`config.mk`:
```
export PLATFORM = sky130hd
export DESIGN_NAME = swrg_top
export DESIGN_NICKNAME = d
export VERILOG_FILES = /design/src/design/swrg_pkg.sv /design/src/design/swrg_top.sv
export VERILOG_INCLUDE_DIRS = /design/src /design/src/design
export SDC_FILE = /design/constraint.sdc
export NUM_CORES = 1
export LEC_CHECK = 0
export BUFFER_PORTS_ARGS = -buffer_cell sky130_fd_sc_hd__clkbuf_2
export CORE_MARGIN = 1.5
export CORE_UTILIZATION = 55
export CTS_BUF_LIST = sky130_fd_sc_hd__clkbuf_8
export CTS_CLUSTER_DIAMETER = 30
export DETAILED_ROUTE_END_ITERATION = 7
export PLACE_DENSITY_LB_ADDON = 0.05
export RECOVER_POWER = 100
export SLEW_MARGIN = 0
export SYNTH_ARGS = -nofsm -noshare
export SYNTH_HDL_FRONTEND = slang
export SYNTH_SLANG_ARGS = --single-unit
```
`constraint.sdc`:
```
create_clock -name mclk -period 12.3 [get_ports mclk]
set_input_delay 2.46 -clock mclk [delete_from_list [all_inputs] [get_ports mclk]]
set_output_delay 2.46 -clock mclk [all_outputs]
set_load 0.005 [all_outputs]
```
`src/design/swrg_cfg.svh`:
```
// timing constants for the supply watchdog reset generator
`ifndef SWRG_CFG_SVH
`define SWRG_CFG_SVH
// ----------------------------------------------------------------------
// clock and delays
// ----------------------------------------------------------------------
`define SWRG_CLK_KHZ 250000
`define SWRG_T1_MS 50
`define SWRG_T2_MS 10
// watchdog periods in microseconds: 0.75 ms, 1.5 ms, 12.5 ms, 25 ms
`define SWRG_WD0_US 750
`define SWRG_WD1_US 1500
`define SWRG_WD2_US 12500
`define SWRG_WD3_US 25000
`define SWRG_T1_CYC (`SWRG_T1_MS * `SWRG_CLK_KHZ)
`define SWRG_T2_CYC (`SWRG_T2_MS * `SWRG_CLK_KHZ)
// divide the clock first: the product of microseconds and kHz overflows 32 bits
`define SWRG_WD0_CYC (`SWRG_WD0_US * (`SWRG_CLK_KHZ / 1000))
`define SWRG_WD1_CYC (`SWRG_WD1_US * (`SWRG_CLK_KHZ / 1000))
`define SWRG_WD2_CYC (`SWRG_WD2_US * (`SWRG_CLK_KHZ / 1000))
`define SWRG_WD3_CYC (`SWRG_WD3_US * (`SWRG_CLK_KHZ / 1000))
`define SWRG_CNT_W 24
`endif

```
`src/design/swrg_pkg.sv`:
```
// types for the supply watchdog reset generator
package swrg_pkg;
  typedef enum logic [1:0] {
    SWRG_LOW_SUPPLY,
    SWRG_STRETCH1,
    SWRG_STRETCH2,
    SWRG_RUN
  } swrg_state_e;

  typedef struct packed {
    logic [1:0] monitored_supply_sync;
    logic [1:0] kick_sync;
    logic kick_last;
    logic [1:0] dis_sync;
    logic [1:0] sel_lsb_sync;
    logic [1:0] sel_msb_sync;
    swrg_state_e state;
    logic [23:0] delay_cnt;
    logic [23:0] wd_cnt;
    logic rst1_n;
    logic rst2_n;
  } swrg_regs_s;
endpackage : swrg_pkg

```
`src/design/swrg_top.sv`:
```
// supply watchdog reset generator: two stretched active-low resets
// ----------------------------------------------------------------------
// ----------------------------------------------------------------------
`timescale 1ns/100ps
`default_nettype none
`include "swrg_cfg.svh"

module swrg_top #(
  parameter logic [23:0] T1_CYC = 24'(`SWRG_T1_CYC),
  parameter logic [23:0] T2_CYC = 24'(`SWRG_T2_CYC),
  parameter logic [23:0] WD0_CYC = 24'(`SWRG_WD0_CYC),
  parameter logic [23:0] WD1_CYC = 24'(`SWRG_WD1_CYC),
  parameter logic [23:0] WD2_CYC = 24'(`SWRG_WD2_CYC),
  parameter logic [23:0] WD3_CYC = 24'(`SWRG_WD3_CYC)
) (
  input wire logic mclk,
  input wire logic reset,
  input wire logic clk_en,
  input wire logic monitored_supply_low,
  input wire logic kick_input,
  input wire logic watchdog_disable,
  input wire logic period_sel_lsb,
  input wire logic period_sel_msb,
  output logic primary_reset_n,
  output logic aux_reset_n
);

  swrg_pkg::swrg_regs_s state_reg;
  swrg_pkg::swrg_regs_s state_next;

  // counters are 24 bits: enough for the longest stretch, 50 ms at 250 MHz.
  // a slower clock only needs smaller terminal counts; a faster one needs
  // wider counters, which this block does not provide.
  // clk_en low freezes every timer, so a gated clock stretches all delays.

  // ----------------------------------------------------------------------
  // two-stage synchroniser shift
  // ----------------------------------------------------------------------
  function automatic logic [1:0] sync_shift(
    input logic [1:0] stages,
    input logic pin
  );
    sync_shift = {stages[0], pin};
  endfunction : sync_shift

  // ----------------------------------------------------------------------
  // counter helpers shared by both stretch timers and the watchdog
  // ----------------------------------------------------------------------
  function automatic logic count_reached(
    input logic [23:0] count,
    input logic [23:0] limit
  );
    count_reached = (count >= limit);
  endfunction : count_reached

  // saturates instead of wrapping, so a count never falls back below its limit
  function automatic logic [23:0] count_step(
    input logic [23:0] count
  );
    if (count == 24'hFFFFFF)
    begin
      count_step = count;
    end
    else
    begin
      count_step = count + 24'h000001;
    end
  endfunction : count_step

  // primary reset is released in exactly these two states
  function automatic logic primary_released(
    input swrg_pkg::swrg_state_e st
  );
    case (st)
      swrg_pkg::SWRG_STRETCH2:
      begin
        primary_released = 1'b1;
      end
      swrg_pkg::SWRG_RUN:
      begin
        primary_released = 1'b1;
      end
      default:
      begin
        primary_released = 1'b0;
      end
    endcase
  endfunction : primary_released

  // ----------------------------------------------------------------------
  // watchdog period decode
  // ----------------------------------------------------------------------
  function automatic logic [23:0] wd_limit(
    input logic msb,
    input logic lsb
  );
    logic [1:0] sel;
    sel = {msb, lsb};
    if (sel == 2'h0)
    begin
      wd_limit = WD0_CYC;
    end
    else if (sel == 2'h1)
    begin
      wd_limit = WD1_CYC;
    end
    else if (sel == 2'h2)
    begin
      wd_limit = WD2_CYC;
    end
    else
    begin
      wd_limit = WD3_CYC;
    end
  endfunction : wd_limit

  // ----------------------------------------------------------------------
  // synchronised inputs
  // ----------------------------------------------------------------------
  logic supply_low;
  logic supply_low_any;
  logic kick_edge;
  logic [23:0] wd_term;

  assign supply_low = state_reg.monitored_supply_sync[1];
  // the raw pin is or-ed in so both outputs fall on the first edge that sees it;
  // this trades the synchroniser for an immediate response toward the safe state
  assign supply_low_any = monitored_supply_low | supply_low;
  assign kick_edge = state_reg.kick_sync[1] ^ state_reg.kick_last;
  assign wd_term = wd_limit(state_reg.sel_msb_sync[1], state_reg.sel_lsb_sync[1]);

  // ----------------------------------------------------------------------
  // stretch timers
  // ----------------------------------------------------------------------
  logic [23:0] delay_inc;
  logic stretch1_done;
  logic stretch2_done;

  assign delay_inc = count_step(state_reg.delay_cnt);
  assign stretch1_done = count_reached(state_reg.delay_cnt, T1_CYC);
  assign stretch2_done = count_reached(state_reg.delay_cnt, T2_CYC);

  // ----------------------------------------------------------------------
  // watchdog
  // ----------------------------------------------------------------------
  // kick edges while the primary reset is low are ignored, and the mid-level
  // disable of the kick pin is modelled as its own input
  logic [23:0] wd_inc;
  logic watchdog_live;
  logic wd_service;
  logic wd_expired;

  assign wd_inc = count_step(state_reg.wd_cnt);
  assign watchdog_live = primary_released(state_reg.state);
  assign wd_service = kick_edge | state_reg.dis_sync[1];
  assign wd_expired = !wd_service && count_reached(wd_inc, wd_term);

  // ----------------------------------------------------------------------
  // next state
  // ----------------------------------------------------------------------
  always_comb
  begin
    state_next = state_reg;

    // synchronisers: every pin but reset and clk_en passes two flops; the supply pin is also read raw by the state machine
    state_next.monitored_supply_sync = sync_shift(state_reg.monitored_supply_sync, monitored_supply_low);
    state_next.kick_sync = sync_shift(state_reg.kick_sync, kick_input);
    state_next.kick_last = state_reg.kick_sync[1];
    state_next.dis_sync = sync_shift(state_reg.dis_sync, watchdog_disable);
    state_next.sel_lsb_sync = sync_shift(state_reg.sel_lsb_sync, period_sel_lsb);
    state_next.sel_msb_sync = sync_shift(state_reg.sel_msb_sync, period_sel_msb);

    // supply monitor and reset sequencer
    if (supply_low_any)
    begin
      // a low supply also cuts short any stretch already running
      state_next.state = swrg_pkg::SWRG_LOW_SUPPLY;
      state_next.delay_cnt = 24'h000000;
      state_next.rst1_n = 1'b0;
      state_next.rst2_n = 1'b0;
    end
    else
    begin
      case (state_reg.state)
        swrg_pkg::SWRG_LOW_SUPPLY:
        begin
          // supply has recovered: start the primary stretch
          state_next.state = swrg_pkg::SWRG_STRETCH1;
          state_next.delay_cnt = 24'h000001;
        end
        swrg_pkg::SWRG_STRETCH1:
        begin
          if (stretch1_done)
          begin
            // the watchdog count starts fresh as the primary reset rises
            state_next.state = swrg_pkg::SWRG_STRETCH2;
            state_next.delay_cnt = 24'h000001;
            state_next.rst1_n = 1'b1;
            state_next.wd_cnt = 24'h000000;
          end
          else
          begin
            state_next.delay_cnt = delay_inc;
          end
        end
        swrg_pkg::SWRG_STRETCH2:
        begin
          // an expiry below may still override this release
          if (stretch2_done)
          begin
            state_next.state = swrg_pkg::SWRG_RUN;
            state_next.rst2_n = 1'b1;
          end
          else
          begin
            state_next.delay_cnt = delay_inc;
          end
        end
        swrg_pkg::SWRG_RUN:
        begin
          // both resets released; only the watchdog below or a low supply above leaves this state
          state_next.state = swrg_pkg::SWRG_RUN;
        end
        default:
        begin
          state_next.state = swrg_pkg::SWRG_LOW_SUPPLY;
        end
      endcase

      // watchdog: runs only while the primary reset is released
      if (watchdog_live)
      begin
        if (wd_service)
        begin
          state_next.wd_cnt = 24'h000000;
        end
        else if (wd_expired)
        begin
          // expiry wins over a stretch2 release in the same cycle
          state_next.state = swrg_pkg::SWRG_STRETCH1;
          state_next.delay_cnt = 24'h000001;
          state_next.wd_cnt = 24'h000000;
          state_next.rst1_n = 1'b0;
          state_next.rst2_n = 1'b0;
        end
        else
        begin
          state_next.wd_cnt = wd_inc;
        end
      end
    end
  end

  // ----------------------------------------------------------------------
  // state register; power-up behaves as a low supply
  // ----------------------------------------------------------------------
  always_ff @(posedge mclk or posedge reset)
  begin
    if (reset)
    begin
      // the supply synchroniser starts out reporting a low supply, so both
      // outputs hold low until the pin has been seen low on two edges
      state_reg.monitored_supply_sync <= 2'h3;
      // kick history resets low; an edge seen during the stretch is ignored
      state_reg.kick_sync <= 2'h0;
      state_reg.kick_last <= 1'b0;
      state_reg.dis_sync <= 2'h0;
      state_reg.sel_lsb_sync <= 2'h0;
      state_reg.sel_msb_sync <= 2'h0;
      state_reg.state <= swrg_pkg::SWRG_LOW_SUPPLY;
      state_reg.delay_cnt <= 24'h000000;
      state_reg.wd_cnt <= 24'h000000;
      state_reg.rst1_n <= 1'b0;
      state_reg.rst2_n <= 1'b0;
    end
    else if (clk_en)
    begin
      state_reg <= state_next;
    end
  end

  // ----------------------------------------------------------------------
  // outputs come straight from the state register
  // ----------------------------------------------------------------------
  assign primary_reset_n = state_reg.rst1_n;
  assign aux_reset_n = state_reg.rst2_n;

endmodule : swrg_top
`default_nettype wire

```
# After elaboration in Yosys (flattened, before gate mapping)
# Cells that the tools add are included.
# Widths: inputs -> output; s select.
[word_totals]
regBits = 63
latchBits = 0
ramBits = 0
romBits = 0
out_inout_bits = 2
elab_cells = 60
mem_count = 0
[classes]
add_sub_neg = 2
n_mul = 0
div_mod_pow = 0
n_lt_le_gt_ge = 3
eq_ne = 7
shifts = 0
mux = 25
n_bitwise = 4
n_reduce_logical = 8
[op_table]
columns = ["operator", "count"]
rows = [
  ["$mux 24", 6],
  ["$mux 26", 3],
  ["$pmux 24 s3", 1],
  ["$mux 23", 3],
  ["$mux 52", 1],
  ["$mux 25", 2],
  ["$add 24x1->24 const B", 2],
  ["$eq 24x24->1 const B", 2],
  ["$ge 24x22->1 const B", 1],
  ["$ge 24x24->1", 1],
  ["$ge 24x24->1 const B", 1],
  ["$mux 2", 5],
  ["$pmux 2 s4", 1],
  ["$eq 2x2->1 const B", 3],
  ["$eq 2x1->1 const B", 2],
  ["$logic_not 2->1", 2],
  ["$reduce_and 4->1", 1],
  ["$reduce_bool 2->1", 2],
  ["$mux 1", 3],
  ["$or 1x1->1", 2],
  ["$reduce_or 2->1", 1],
  ["$logic_and 1x1->1", 1],
  ["$logic_not 1->1", 1],
  ["$not 1->1", 1],
  ["$xor 1x1->1", 1],
]

# Logic depth before layout (Yosys ltp)
# Gate-level depths: netlist of the first run.
[logic_depth]
word_depth = 10
depth_mapped = 19

# Worst setup path after synthesis of the first run
# No wires, ideal clock.
[synth_timing]
path_kind = "register to register"
start = "register state_reg[18] in the netlist's numbering"
end = "register state_reg[29] in the netlist's numbering"
t_arrival_ns = 3.958
path_slack_ns = 8.216
stages_incl_launch_ff = 20
n_path_buf = 3
period_less_slack_ns = 4.084
cell_sequence = "dfrtp_1 > buf_2 > and4_1 > and4_1 > buf_2 > a211oi_2 > nand2_1 > nor2_1 > nand4_1 > xnor2_1 > ha_1 > nand4_1 > or3_1 > a311oi_1 > o311ai_1 > o211ai_2 > a21o_4 > o21ai_4 > buf_6 > a221o_1"
[synth_via]
elab_chain_cells = 8
[synth_rtl]
columns = ["item", "line_no", "source"]
rows = [
  ["start, declared", "swrg_top.sv:28", "swrg_pkg::swrg_regs_s state_reg;"],
  ["start signal, assigned", "swrg_top.sv:278", "state_reg <= state_next;"],
  ["$add 24x1->24 / $eq 24x24->1 (equally long branches)", "swrg_top.sv:66, swrg_top.sv:60", ""],
  ["$mux 24 *", "swrg_top.sv:60", "if (count == 24'hFFFFFF)"],
  ["$ge 24x24->1 *", "swrg_top.sv:53", "count_reached = (count >= limit);"],
  ["$logic_and 1x1->1 *", "swrg_top.sv:156", "assign wd_expired = !wd_service && count_reached(wd_inc, wd_term);"],
  ["$mux 26 *", "swrg_top.sv:237", "else if (wd_expired)"],
  ["$mux 26 *", "swrg_top.sv:233", "if (wd_service)"],
  ["$mux 52 *", "swrg_top.sv:231", "if (watchdog_live)"],
  ["$mux 26 *", "swrg_top.sv:174", "if (supply_low_any)"],
]
# Every way passes the cells marked *; elsewhere a longest branch is shown, timed or not.
# A chain may end at the register's enable or synchronous reset.

# Worst setup path in the final report of the first run
[layout_timing]
start = "register state_reg[2] in the netlist's numbering"
end = "register state_reg[29] in the netlist's numbering"
# Same word-level chain as after synthesis.

==> out/qor.yml, run 1 <==
global_route:
  antenna_found_initial: 0
  grt_overflow: 0
  grt_pass1_vias: 3326
  grt_most_used_layer: "met2"
  grt_first_pass_wirelength_mm: 16.3
  grt_usage_pct: 24.8
  met2_usage_pct: 41.0
  grt_max_degree: 64
  use_met3_pct: 4.61
  met1_usage_pct: 32.3
timing:
  max_slew_margin_pct: -132
  setup_viol: 0
  worst_slew_pin_slew_ps: 3480
  maxSlewViolCount: 82
  setup_tns_ps: 0
  hold_viol_final: 0
  grt_setup_unrepaired: "no"
  fin_crit_sh_pct: 50.3
  period_minus_slack_ps: 6190
  fin_skew_ps: 12.0
  fmax_mhz: 161
run_status:
  violations: "max-capacitance violations, max-slew violations"
  outcome: "finished, violations left"
finish:
  final_cells: 577
  mostFrequentLayoutCell: "dfrtp_1"
  fill_cells: 671
  final_core_util_pct: 59.4
  syn_to_final_growth_pct: 5.83
  antenna_cells: 0
  drive_above_1_share_pct: 8.84
  layout_common_cells: "dfrtp_1 (61), nand2_1 (41), nor2_1 (38), ha_1 (28)"
  largest_reg_flops: 55
  nets: 506
floorplanning:
  core_area_um2: 7650
  die_area_um2: 8340
  die_h_um: 91.3
  dieWidth_um: 91.3
  start_util_pct: 56.1
  io_pins: 10
  row_count: 32
synthesis:
  synthesis.nets: 501
  synth_warnings: 0
  ys.flop_type: "dfrtp_1"
  ys_types: 62
  yosysSeqAreaShare_pct: 36.8
  syn_area_per_cell_um2: 9.23
  synth_area_um2: 4290
  yosys.area.top_type: "dfrtp_1"
  ys_ff_latch: 63
  synth_edf_count: 0
  synthTopCellsByArea: "dfrtp_1 (36%), ha_1 (8.2%), nand2_1 (3.6%)"
  synthArstFlopShare_pct: 100
  synthCells: 465
  synth_top_area_share_pct: 35.6
clock_network:
  cts_made_buffers: 9
  cts_setup_buffers: 0
  cts_tree: "built"
  cts.repair.resized: 0
  root_buffer: "clkbuf_8"
  h-tree-depth: 3
  ctsHoldBuffers: 0
  cts_sinks: 63
  cts.path.max_buffers: 2
  worstSkewPairLatency_ps: 340
  clk_pin_slew_worst_paths_ps: 70
placement:
  port_buffers: 9
  place.detailed.hpwl_mm: 6.97
  gp_routability_congestion: 0.890
  dp_cells: 561
critical_path:
  endpoint_kind: "flop"
  start_kind: "flop"
  crit_type: "flop to flop"
  arrival_ps: 6460
  cp_max_fo: 17
  required_ps: 12570
power:
  power_uw: 449
  ir_drop_v: 0.0000689
  power_density_nw_per_um2: 98.8
  power_leakage_nw: 2.17
drt:
  wl_mm: 9.83
  ant_nets: 0
  vias: 3526
  post_drt_wl_per_cell_um: 17.0
  vias_per_cell: 6.11
  drc: 0
  first_iter_violations: 108
  dr.pass1.iters: 5
min_path:
  hold_class: "flop to flop"
flow_run:
  drv_cap: 2
layer usage:
metal / up-vias / routed length (um) / part of all wire, %
met1: 1714 / 4520 / 46
met3: 10 / 296 / 3.0
met4: 0 / 139 / 1.4
met5: - / 0 / 0
li1: 1745 / - / -
met2: 57 / 4870 / 50
cell usage after synthesis, types with 3 or more instances:
| cell | count |
|---|---|
| inv_1 | 21 |
| and2_1 | 6 |
| o22a_1 | 4 |
| nor2_1 | 38 |
| clkbuf_1 | 7 |
| or3_1 | 4 |
| a22o_1 | 15 |
| nor3_1 | 8 |
| nor2b_1 | 3 |
| nand4_1 | 18 |
| nand3_1 | 12 |
| a21oi_1 | 24 |
| a211o_1 | 3 |
| o211ai_1 | 4 |
| o211a_1 | 3 |
| a221o_1 | 9 |
| nand2b_1 | 4 |
| dfrtp_1 | 61 |
| or2_2 | 3 |
| a211oi_1 | 4 |
| o32ai_1 | 3 |
| a21o_1 | 7 |
| xnor2_1 | 10 |
| nand2_1 | 41 |
| o21ai_0 | 21 |
| buf_2 | 6 |
| o21ai_1 | 3 |
| and3_1 | 18 |
| ha_1 | 28 |
| xor2_1 | 16 |
| mux2_2 | 9 |
| nor4_1 | 10 |
report_power, final:
group	switching [mW]	leakage, nW	internal [mW]
registers	0.00516	0.852	0.214
logic	0.0297	1.21	0.0167
clock network	0.0807	0.108	0.103
total	0.116	2.17	0.333
worst paths after layout:
| kind | startpoint | end | slack, ps | cells past startpoint |
|---|---|---|---|---|
| worst max-delay path | state_reg[2]$_DFFE_PP0P_ | state_reg[29]$_DFFE_PP0P_ | 6110 | 16 |
| worst max register to register | state_reg[2]$_DFFE_PP0P_ | state_reg[29]$_DFFE_PP0P_ | 6110 | 16 |
| min in group asynchronous | reset | state_reg[33]$_DFFE_PP0P_ | 3430 | 3 |
| worst min register to register | state_next[57]$_DFFE_PP0P_ | state_reg[57]$_DFFE_PP0P_ | 490 | 1 |
| max in group asynchronous | reset | state_next[57]$_DFFE_PP0P_ | 6920 | 3 |
| worst min-delay path | state_next[57]$_DFFE_PP0P_ | state_reg[57]$_DFFE_PP0P_ | 490 | 1 |
layout make-up:
class	instances	area, um^2	share of cell area [%]
clock buffers	11	151	3.33
well taps	102	128	2.81
repair buffers	11	55.1	1.21
clock inverters	5	50.0	1.10
multi-input cells	364	2500	55.1
inverters	21	78.8	1.74
flip-flops and latches	63	1580	34.8
logic make-up after synthesis:
kind of cell | count (synthesis) | share of synthesized area, %
adder cells (fa/ha/maj) | 28 | 8.16
AND/OR/NAND/NOR | 179 | 22.4
flip-flops | 63 | 36.8
AO/OA/AOI/OAI | 122 | 21.0
multiplexers | 9 | 2.36
buffers and inverters | 38 | 4.02
XOR/XNOR | 26 | 5.30
metrics by stage:
step	worst slack, ps	hold WS (ps)	area, um^2
finish	6110	494	4540
global route	5570	509	4540
CTS	7630	498	4590
detailed placement	7660	493	4390
global placement	7710	479	4390
floorplan	8220	449	4290
critical path, cell delays in order (launching register included):
cell	delay, ps
dfrtp_1	440
ha_1	210
nand3_1	180
or4_1	630
nor2_1	240
nor2_1	120
and3_1	200
xor2_1	200
ha_1	290
a21o_1	200
a21oi_1	260
nand3_1	100
o311ai_0	380
o211ai_1	280
a21o_1	400
o21ai_0	1620
a221o_1	370
Note: power is estimated with default switching activity, not from simulation.
==> run 2, diff against run 1 <==
--- a/config.mk
+++ b/config.mk
@@ -6,6 +6,7 @@
 export SDC_FILE = /design/constraint.sdc
 export NUM_CORES = 1
 export LEC_CHECK = 0
+export ABC_AREA = 1
 export BUFFER_PORTS_ARGS = -buffer_cell sky130_fd_sc_hd__clkbuf_2
 export CORE_MARGIN = 1.5
 export CORE_UTILIZATION = 55
==> constraint.sdc (replaced) <==
create_clock -name mclk -period 5.2 [get_ports mclk]
set_input_delay 1.04 -clock mclk [delete_from_list [all_inputs] [get_ports mclk]]
set_output_delay 1.04 -clock mclk [all_outputs]
set_load 0.005 [all_outputs]
==> run 2 against run 1 <==
The flow now finishes without violations. Sequential power grew 130%. Cell area grew 19%. Register-to-register slack lost 5100 ps. First-iteration DRC count grew to 2.6 times the previous value. Highest routed layer unchanged. Critical endpoint is now state_reg[49]$_DFFE_PP0P_.
==> out/qor.yml, run 2 <==
global_route:
  grt_pass1_vias: 4928  # +48%
  met1_usage_pct: 34.9  # +2.5 points
  grt_first_pass_wirelength_mm: 23.2  # +42%
  antenna_found_initial: 0  # unchanged
  use_met3_pct: 4.99  # +0.39 points
  grt_most_used_layer: "met2"
  grt_overflow: 0  # unchanged
  grt_usage_pct: 29.3  # +4.4 points
  grt_max_degree: 64  # unchanged
  met2_usage_pct: 51.3  # +10 points
floorplanning:
  io_pins: 10  # unchanged
  dieWidth_um: 101  # +10%
  row_count: 35  # +9.4%
  core_area_um2: 9240  # +21%
  start_util_pct: 56.7  # +0.57 points
  die_h_um: 101  # +10%
  die_area_um2: 10100  # +21%
min_path:
  hold_class: "flop to flop"
power:
  ir_drop_v: 0.000127  # +84%
  power_frac_seq_pct: 51.6  # +2.8 points
  p_sw_share_pct: 29.4  # +3.7 points
  power_switching_uw: 291  # +150%
  power_uw: 989  # +120%
  pwr-share-clk_pct: 38.0  # -2.9 points
  power_leakage_nw: 2.68  # +24%
  comb_power_share_pct: 10.3  # about the same
  internal_power_uw: 698  # +110%
  power_density_nw_per_um2: 183  # +85%
clock_network:
  cts_made_buffers: 9  # unchanged
  root_buffer: "clkbuf_8"
  cts.repair.resized: 0  # unchanged
  h-tree-depth: 3  # unchanged
  clk_pin_slew_worst_paths_ps: 80  # about the same
  cts_tree: "built"
  ctsHoldBuffers: 0  # unchanged
  cts.path.max_buffers: 2  # unchanged
  worstSkewPairLatency_ps: 360  # +20 ps
  cts_setup_buffers: 0  # unchanged
  cts_sinks: 63  # unchanged
drt:
  first_iter_violations: 283  # +160%
  vias_per_cell: 5.52  # -9.7%
  drc: 0  # unchanged
  vias: 4993  # +42%
  dr.pass1.iters: 5  # unchanged
  wl_mm: 13.7  # +39%
  post_drt_wl_per_cell_um: 15.1  # -11%
  ant_nets: 0  # unchanged
critical_path:
  endpoint_kind: "flop"
  required_ps: 5470  # -7100 ps
  cp_max_fo: 26  # +9
  start_kind: "flop"
  crit_type: "flop to flop"
  arrival_ps: 4420  # -2040 ps
timing:
  hold_viol_final: 0  # unchanged
  setup_viol: 0  # unchanged
  max_slew_margin_pct: 14.6  # +150 points
  maxSlewViolCount: 0  # -100%
  worst_slew_pin_slew_ps: 1280  # -2200 ps
  setup_tns_ps: 0  # unchanged
  grt_setup_unrepaired: "no"
  period_minus_slack_ps: 4150  # -2040 ps
  fmax_mhz: 241  # +49%
  fin_skew_ps: 10.4  # -1.63 ps
  fin_crit_sh_pct: 79.8  # +29 points
finish:
  mostFrequentLayoutCell: "nand2_1"
  layout_common_cells: "nand2_1 (204), inv_1 (90), nor2_1 (67), nand3_1 (63), dfrtp_1 (61)"
  antenna_cells: 0  # unchanged
  final_cells: 905  # +57%
  drive_above_1_share_pct: 6.31  # -2.5 points
  syn_to_final_growth_pct: 3.08
  nets: 807  # +59%
  largest_reg_flops: 55  # unchanged
synthesis:
  synthesis.nets: 811  # +62%
  synthTopCellsByCount: "nand2_1 (202), inv_1 (88), nor2_1 (64)"
  ys_types: 43  # -31%
  synth_most_common_cell: "nand2_1"
  ys_ff_latch: 63  # unchanged
  ys.flop_type: "dfrtp_1"
  synth_top_area_share_pct: 29.1  # -6.4 points
  synthTopCellsByArea: "dfrtp_1 (29%), nand2_1 (14%), ha_1 (6.7%)"
  synth_edf_count: 0  # unchanged
  syn_area_per_cell_um2: 6.76  # -27%
  yosysSeqAreaShare_pct: 30.1  # -6.6 points
  synthArstFlopShare_pct: 100  # unchanged
  synth_area_um2: 5240  # +22%
  synthCells: 775  # +67%
  yosys.area.top_type: "dfrtp_1"
  synth_warnings: 0  # unchanged
placement:
  dp_cells: 889  # +58%
  place.detailed.hpwl_mm: 9.88  # +42%
  gp_routability_congestion: 0.958  # +7.6%
  port_buffers: 9  # unchanged
run_status:
  outcome: "finished, final reports clean"
flow_run:
  drv_cap: 0  # -2
## run 2: final cells by class
cell class / instances / area (um^2)
clock inverter: 7 / 35.0
fill: 901 / 3840
tap: 129 / 161
sequential: 63 / 1580
timing repair buffer: 12 / 61.3
inverter: 91 / 342
clock buffer: 9 / 124
multi-input combinational: 594 / 3100
## run 2: path summary, 6_finish.rpt
check / from / to / slack, ps / cells past startpoint
setup reg to reg: state_reg[2]$_DFFE_PP0P_ / state_reg[49]$_DFFE_PP0P_ / 1050 / 21
hold reg to reg: state_next[62]$_DFFE_PP1P_ / state_reg[62]$_DFFE_PP1P_ / 480 / 2
setup / recovery: state_reg[2]$_DFFE_PP0P_ / state_reg[49]$_DFFE_PP0P_ / 1050 / 21
hold / removal: state_next[62]$_DFFE_PP1P_ / state_reg[62]$_DFFE_PP1P_ / 480 / 2
min in group asynchronous: reset / state_reg[35]$_DFFE_PP0P_ / 900 / 3
max in group asynchronous: reset / state_reg[27]$_DFFE_PP0P_ / 3760 / 3
## run 2: cells by family after synthesis
family	after synthesis	synth area share [%]
and+or+nand+nor	407	35.1
AOI/OAI and AO/OA	127	13.3
buffers and inverters	118	9.38
DFF	63	30.1
xor gates and xnor gates	32	5.35
adders and majority gates	28	6.69
## run 2: layer usage
metal / up-vias / wire length (um)
li1: 2517 / -
met1: 2314 / 5840
met2: 129 / 6800
met3: 33 / 567
met4: 0 / 488
met5: - / 0
## run 2: stage by stage
| step | hold slack [ps] | area, um^2 | util [%] | worst slack (ps) |
|---|---|---|---|---|
| after floorplan | 442 | 5240 | - | 2110 |
| after global placement | 461 | 5320 | 57.6 | 1580 |
| after detailed placement | 473 | 5320 | 57.6 | 1430 |
| after CTS | 485 | 5480 | 59.3 | 1390 |
| after global routing | 514 | 5400 | 58.5 | 617 |
| final | 480 | 5400 | 58.5 | 1050 |
## run 2: worst max-delay path: stages, from the launching register on
cell	delay, ps
dfrtp_1	420
ha_1	270
nand2_1	90
nor2_1	70
nand3_1	90
nor2_1	50
nand2_1	150
nand3_1	140
nor2_1	230
nand2_1	90
nor3_1	190
xnor2_1	170
inv_1	60
ha_1	310
a21o_1	180
a21oi_1	130
o2111ai_1	130
nor2_1	140
nand3_2	100
nand2_1	700
nand2_1	160
a21oi_1	180
## run 2: power by group through the flow
stage	registers (mW)	clock network [mW]	logic [mW]
floorplan	0.517	0	0.0772
global placement	0.519	0	0.100
detailed placement	0.519	0	0.103
CTS	0.510	0.381	0.104
global route	0.512	0.402	0.119
finish	0.510	0.376	0.102
